**config.mk**
```make
export PLATFORM = sky130hd
export DESIGN_NAME = fadc_host_ctrl
export DESIGN_NICKNAME = d
export VERILOG_FILES = /design/src/fadc_pkg.sv /design/src/fadc_timer.sv /design/src/fadc_host_ctrl.sv
export SDC_FILE = /design/constraint.sdc
export NUM_CORES = 1
export LEC_CHECK = 0
export CORE_MARGIN = 2
export CORE_UTILIZATION = 45
export DETAILED_ROUTE_END_ITERATION = 10
export DONT_BUFFER_PORTS = 1
export SLEW_MARGIN = 20
export SYNTH_ARGS = -nofsm -noshare
export SYNTH_HDL_FRONTEND = slang
export SYNTH_SLANG_ARGS = --single-unit
```
**constraint.sdc**
```tcl
create_clock -name core_clk -period 2.9 [get_ports core_clk]
set_clock_uncertainty 0.1 [all_clocks]
set_input_delay 0.435 -clock core_clk [delete_from_list [all_inputs] [get_ports core_clk]]
set_output_delay 0.435 -clock core_clk [all_outputs]
set_load 0.1 [all_outputs]
```
**src/fadc_pkg.sv**
```systemverilog
// Package of types and timing constants for the flash converter host port
package fadc_pkg;
  localparam int unsigned CLK_HZ = 20000000;
  localparam int unsigned NEXT_CONV_NS = 500;
  localparam int unsigned START_TO_FETCH_NS = 400;
  localparam int unsigned START_PULSE_MIN_NS = 500;
  localparam int unsigned START_PULSE_MAX_NS = 50000;
  localparam int unsigned COUNTDOWN_NS = 1300;
  localparam int unsigned CONV_READ_NS = 2500;
  localparam int unsigned DATA_W = 8;
  localparam int unsigned CNT_W = 16;
  // Least times round up
  localparam int unsigned NEXT_CONV_CYC =
    (NEXT_CONV_NS * (CLK_HZ / 1000000) + 999) / 1000;
  localparam int unsigned START_TO_FETCH_CYC =
    (START_TO_FETCH_NS * (CLK_HZ / 1000000) + 999) / 1000;
  localparam int unsigned START_PULSE_CYC =
    (START_PULSE_MIN_NS * (CLK_HZ / 1000000) + 999) / 1000;
  localparam int unsigned START_PULSE_MAX_CYC =
    (START_PULSE_MAX_NS * (CLK_HZ / 1000000)) / 1000;
  localparam int unsigned COUNTDOWN_CYC =
    (COUNTDOWN_NS * (CLK_HZ / 1000000) + 999) / 1000;
  localparam int unsigned CONV_READ_CYC =
    (CONV_READ_NS * (CLK_HZ / 1000000) + 999) / 1000;

  typedef enum logic {
    FADC_MODE_READ_ONLY,
    FADC_MODE_WRITE_READ
  } fadc_mode_type;

  typedef struct packed {
    logic [DATA_W-1:0] code;
    logic overrange;
  } fadc_result_type;

  typedef struct packed {
    logic select_n;
    logic fetch_n;
    logic start_n_out;
    logic start_n_oe;
  } fadc_strobe_type;
endpackage : fadc_pkg

```
**src/fadc_timer.sv**
```systemverilog
// Down-counting cycle timer with a one-cycle done pulse
`timescale 1ns/1ps
`default_nettype none
module fadc_timer
  import fadc_pkg::*;
(
  // Clock and reset
  input wire logic core_clk,
  input wire logic sys_rst,
  // Control
  input wire logic load,
  input wire logic [CNT_W-1:0] count,
  // Status
  output logic done,
  output logic busy
);
  logic [CNT_W-1:0] cnt_ff;

  always_ff @(posedge core_clk or posedge sys_rst) begin
    if (sys_rst) begin
      cnt_ff <= '0;
      done <= 1'b0;
    end else if (load) begin
      cnt_ff <= count;
      done <= 1'b0;
    end else begin
      done <= (cnt_ff == 16'h0001);
      if (cnt_ff != '0) begin
        cnt_ff <= cnt_ff - 16'h0001;
      end
    end
  end

  assign busy = (cnt_ff != '0);
endmodule : fadc_timer
`default_nettype wire

```
**src/fadc_host_ctrl.sv**
```systemverilog
// Host controller driving the flash converter's parallel port pins
`timescale 1ns/1ps
`default_nettype none
module fadc_host_ctrl
  import fadc_pkg::*;
#(
  parameter int unsigned WRITE_PULSE_CYC = START_PULSE_CYC,
  parameter int unsigned FETCH_WAIT_CYC = START_TO_FETCH_CYC,
  parameter int unsigned CONV_TIMEOUT_CYC = CONV_READ_CYC + 2
)
(
  // Clock and reset
  input wire logic core_clk,
  input wire logic sys_rst,
  // User request
  input wire logic req,
  input wire logic req_write_read,
  input wire logic req_early_fetch,
  output logic req_ready_ff,
  // User result
  output logic result_valid_ff,
  output fadc_result_type result_ff,
  output logic result_timeout_ff,
  // Converter pins
  output logic select_n_ff,
  output logic fetch_n_ff,
  output logic mode_ff,
  output logic start_n_out_ff,
  output logic start_n_oe_ff,
  input wire logic ready_n_in,
  input wire logic done_n,
  input wire logic overrange_flag_n,
  input wire logic [DATA_W-1:0] result_bits
);
  typedef enum logic [3:0] {
    ST_IDLE, ST_SETUP, ST_WPULSE, ST_WGAP, ST_WAIT_DONE,
    ST_FETCH, ST_RWAIT, ST_CAPTURE, ST_RELEASE, ST_RECOVER
  } fadc_state_type;

  fadc_state_type state_ff;
  logic wr_mode_ff;
  logic early_ff;
  logic tmr_load;
  logic [CNT_W-1:0] tmr_count;
  logic tmr_done;
  logic tmr_busy;
  logic [CNT_W-1:0] wait_ff;

  function automatic logic [CNT_W-1:0] cyc(input int unsigned n);
    cyc = n[CNT_W-1:0];
  endfunction : cyc

  fadc_timer u_timer (
    .core_clk(core_clk),
    .sys_rst(sys_rst),
    .load(tmr_load),
    .count(tmr_count),
    .done(tmr_done),
    .busy(tmr_busy)
  );

  // Timer loads on entering timed states
  always_comb begin
    tmr_load = 1'b0;
    tmr_count = '0;
    case (state_ff)
      ST_SETUP: begin
        tmr_load = 1'b1;
        tmr_count = wr_mode_ff ? cyc(WRITE_PULSE_CYC) : cyc(1);
      end
      ST_WPULSE: begin
        if (tmr_done) begin
          tmr_load = 1'b1;
          tmr_count = cyc(FETCH_WAIT_CYC);
        end
      end
      ST_RELEASE: begin
        tmr_load = 1'b1;
        tmr_count = cyc(NEXT_CONV_CYC);
      end
      default: begin
        tmr_load = 1'b0;
      end
    endcase
  end

  // Sequencer
  always_ff @(posedge core_clk or posedge sys_rst) begin
    if (sys_rst) begin
      state_ff <= ST_RELEASE;
      wr_mode_ff <= 1'b0;
      early_ff <= 1'b0;
    end else begin
      case (state_ff)
        ST_IDLE: begin
          if (req) begin
            wr_mode_ff <= req_write_read;
            early_ff <= req_early_fetch;
            state_ff <= ST_SETUP;
          end
        end
        ST_SETUP: begin
          state_ff <= wr_mode_ff ? ST_WPULSE : ST_FETCH;
        end
        ST_WPULSE: begin
          if (tmr_done) begin
            state_ff <= ST_WGAP;
          end
        end
        ST_WGAP: begin
          if (tmr_done) begin
            state_ff <= early_ff ? ST_FETCH : ST_WAIT_DONE;
          end
        end
        ST_WAIT_DONE: begin
          if (!done_n || wait_ff == cyc(CONV_TIMEOUT_CYC)) begin
            state_ff <= ST_FETCH;
          end
        end
        ST_FETCH: begin
          state_ff <= ST_RWAIT;
        end
        ST_RWAIT: begin
          if ((!done_n && (wr_mode_ff || ready_n_in)) ||
              wait_ff == cyc(CONV_TIMEOUT_CYC)) begin
            state_ff <= ST_CAPTURE;
          end
        end
        ST_CAPTURE: begin
          state_ff <= ST_RELEASE;
        end
        ST_RELEASE: begin
          state_ff <= ST_RECOVER;
        end
        ST_RECOVER: begin
          if (!tmr_busy && !tmr_load) begin
            state_ff <= ST_IDLE;
          end
        end
        default: begin
          state_ff <= ST_IDLE;
        end
      endcase
    end
  end

  // Wait counter for completion timeout
  always_ff @(posedge core_clk or posedge sys_rst) begin
    if (sys_rst) begin
      wait_ff <= '0;
    end else if (state_ff == ST_WAIT_DONE || state_ff == ST_RWAIT) begin
      wait_ff <= wait_ff + 16'h0001;
    end else begin
      wait_ff <= '0;
    end
  end

  // Pin drive
  always_ff @(posedge core_clk or posedge sys_rst) begin
    if (sys_rst) begin
      select_n_ff <= 1'b1;
      fetch_n_ff <= 1'b1;
      mode_ff <= 1'b0;
      start_n_out_ff <= 1'b1;
      start_n_oe_ff <= 1'b0;
    end else begin
      case (state_ff)
        ST_IDLE: begin
          if (req) begin
            mode_ff <= req_write_read;
            start_n_oe_ff <= req_write_read;
            start_n_out_ff <= 1'b1;
          end
        end
        ST_SETUP: begin
          select_n_ff <= 1'b0;
          if (wr_mode_ff) begin
            start_n_out_ff <= 1'b0;
          end
        end
        ST_WPULSE: begin
          if (tmr_done) begin
            start_n_out_ff <= 1'b1;
          end
        end
        ST_FETCH: begin
          fetch_n_ff <= 1'b0;
        end
        ST_CAPTURE: begin
          fetch_n_ff <= 1'b1;
        end
        ST_RELEASE: begin
          select_n_ff <= 1'b1;
          start_n_oe_ff <= 1'b0;
        end
        default: begin
          select_n_ff <= select_n_ff;
        end
      endcase
    end
  end

  // Result capture; LSB on line one
  always_ff @(posedge core_clk or posedge sys_rst) begin
    if (sys_rst) begin
      result_ff <= '0;
      result_valid_ff <= 1'b0;
      result_timeout_ff <= 1'b0;
    end else begin
      result_valid_ff <= 1'b0;
      if (state_ff == ST_CAPTURE) begin
        result_ff.code <= result_bits;
        result_ff.overrange <= ~overrange_flag_n;
        result_valid_ff <= 1'b1;
        result_timeout_ff <= done_n || (!wr_mode_ff && !ready_n_in);
      end
    end
  end

  // Request readiness
  always_ff @(posedge core_clk or posedge sys_rst) begin
    if (sys_rst) begin
      req_ready_ff <= 1'b0;
    end else begin
      req_ready_ff <= (state_ff == ST_IDLE) && !req;
    end
  end
endmodule : fadc_host_ctrl
`default_nettype wire

```
==> flow_summary.toml <==
[layout]
drive_gt1_share_pct = 13.9
layout.nets = 308
n_antenna_cell = 0
area_growth_syn_to_layout_pct = 5.17
nFillCells = 574

[timing]
relSlewSlack_pct = 38.1
min_period_ns = 2.51
finalHoldViolCount = 0
max_freq_ghz = 0.399
setup_viol = 0
period_share_pct = 86.5
rsz0062_at_grt = "false"
finalMaxSlewViolations = 0
holdWs_ns = 0.0795
tns_ns = 0
tightest_slew_ns = 0.929

[clock_tree]
h-tree-depth = 2
hold_buffers = 0
cts_tree = "built"
clkTransAtPathRegs_ns = 0.10
cts.sinks = 55
clockBufferDepth = 2
clk-insertion-delay-late_ns = 0.31
cts_setup_buffers = 0
cts_made_buffers = 5
cts-resized-gates = 0
clock-root-buffer = "clkbuf_8"

[synthesis]
synth_ff_type = "dfrtp_1"
syn_inst = 292
avgSynthCellArea_sq_um = 9.94
syn-num-nets = 313
yosysWarnings = 0
async_reset_ff_share_pct = 100
seq_area_frac_synth_pct = 47.6
synth-edff-count = 0
netlist_area_sq_mm = 0.00290
synth-seq-cells = 55
synth_cell_types = 52

[floorplanning]
core_sq_mm = 0.00628
num_io_pins = 33
start_util_pct = 46.2
die_y_microns = 84.3
die_x_microns = 84.3
rows = 29
dieArea_sq_mm = 0.00711

[critical_path]
cp_max_fo = 19
worstSetupPathType = "flip-flop to flip-flop"
critPathArrivalTime_ns = 2.61
critPathRequiredTime_ns = 3.00
endpoint_kind = "flip-flop"
startpoint_type = "flip-flop"

[route]
wire_per_inst_microns = 15.3
route.detailed.drc = 0
viasPerCell = 5.81
postRouteAntennaNets = 0
dr.pass1.iters = 5
wl_mm = 5.57
drt_iter0_drc = 132
routed-via-count = 2120

[placement]
gp_congestion = 0.808
io_buffers = 0
dp_hpwl_mm = 3.85

[global_route]
grt_pass1_wl_mm = 9.91
antenna_found_initial = 0
overflow = 0
grt_use_total_pct = 17.0
grt_max_degree = 56
grt_pass1_vias = 2069

[worst_hold_path]
min_path_type = "input pin to async pin"

[run_status]
status = "complete, no violations"

[flow_run]
cap_viol_max_count = 0
[final cells by class]
cell class                      instances  area [sq um]  share of cell area (%)
Clock buffer                            5          68.8                    2.26
Multi-Input combinational cell        210          1400                    45.9
Clock inverter                          3          28.8                   0.943
Tap cell                               77          96.3                    3.16
Sequential cell                        55          1380                    45.3
Inverter                               10          37.5                    1.23
Timing Repair Buffer                    5          37.5                    1.23
[cells in the mapped netlist (all sizes together) (2+ instances only)]
cell    count  area share (%)
xnor2       2            0.60
nand3      13             2.2
mux2       13             5.0
nand4       8             1.7
o41ai       2            0.60
dfrtp      51              44
and3        3            0.65
nor3b       3            0.78
o21a        2            0.52
nand2b      2            0.43
a311oi      2            0.60
nand2      18             2.3
inv        10             1.3
or4         5             1.3
and4        5             1.6
nor2       24             3.1
a21oi      21             3.6
or4b        3             1.0
a31o        2            0.60
ha          5             2.2
nor2b       6             1.3
nor3        6             1.4
clkbuf      7            0.91
buf        10             1.9
dfstp       4             3.6
or3        14             3.0
nor4        4             1.4
o21ai      13             2.2
o31ai       7             1.8
a211o       3            0.91
xor2        9             2.7
o211ai      2            0.52
[registers in the layout, indices dropped and copies added (netlist names), 4 cells and up]
signal,flops
state_ff,4
u_timer.cnt_ff,16
wait_ff,16
result_ff,9
[cell families after synthesis]
group | share of synthesized area, %
XOR/XNOR | 3.32
buffers and inverters | 4.10
adder cells (fa/ha/maj) | 2.16
flip-flops | 47.6
AO/OA/AOI/OAI | 13.7
AND/OR/NAND/NOR | 23.7
multiplexers | 5.39
[metrics by stage]
stage | cell area (sq um) | utilization (%) | worst slack, ns | instances
CTS | 3050 | 48.6 | 0.407 | 365
finish | 3050 | 48.6 | 0.392 | 365
floorplan | 2900 | - | 0.996 | 292
global route | 3050 | 48.6 | 0.230 | 365
global placement | 2950 | 47.1 | 0.498 | 357
detailed placement | 2950 | 47.1 | 0.420 | 357
[critical path, stage by stage, from the launching register on]
cell     delay [ns]
dfrtp_1        0.47
inv_1          0.11
ha_1           0.14
nor3b_1        0.35
and3_1         0.60
nand3_1        0.26
mux2_1         0.37
[path summary, 6_finish.rpt]
| check | startpoint | depth (start not counted) | slack (ns) | endpoint |
|---|---|---|---|---|
| setup / recovery | u_timer.cnt_ff[0]$_DFFE_PP0P_ | 6 | 0.39 | u_timer.cnt_ff[0]$_DFFE_PP0P_ |
| hold / removal | sys_rst | 2 | 0.08 | wait_ff[4]$_DFF_PP0_ |
| setup reg to reg | u_timer.cnt_ff[0]$_DFFE_PP0P_ | 6 | 0.39 | u_timer.cnt_ff[0]$_DFFE_PP0P_ |
| hold reg to reg | wait_ff[0]$_DFF_PP0_ | 1 | 0.44 | wait_ff[0]$_DFF_PP0_ |
| max in group asynchronous | sys_rst | 2 | 2.18 | u_timer.cnt_ff[14]$_DFFE_PP0P_ |
| min in group core_clk | req | 1 | 0.08 | req_ready_ff$_DFF_PP0_ |
[placed cells by master, fill, tap and decap left out, types with 7 or more instances in the layout]
cell and n:
mux2_2 12, nand3_1 13, o31ai_1 7, xor2_1 9, dfrtp_1 51, or3_1 14, nand2_1 18, nor2_1 24
inv_1 8, nand4_1 8, a21oi_1 21, o21ai_0 13
[routing by layer]
| layer | share of wire (%) | wire [microns] | global-route usage, % | up-vias |
|---|---|---|---|---|
| met5 | 0 | 0 | 0 | - |
| met4 | 1.2 | 66 | 5.28 | 0 |
| met3 | 3.6 | 200 | 3.34 | 7 |
| met2 | 47 | 2600 | 26.1 | 41 |
| met1 | 48 | 2700 | 24.4 | 1012 |
| li1 | - | - | - | 1060 |
Power is not shown: default switching activity piles up to over one toggle a cycle in this logic, so the estimate is an artifact.
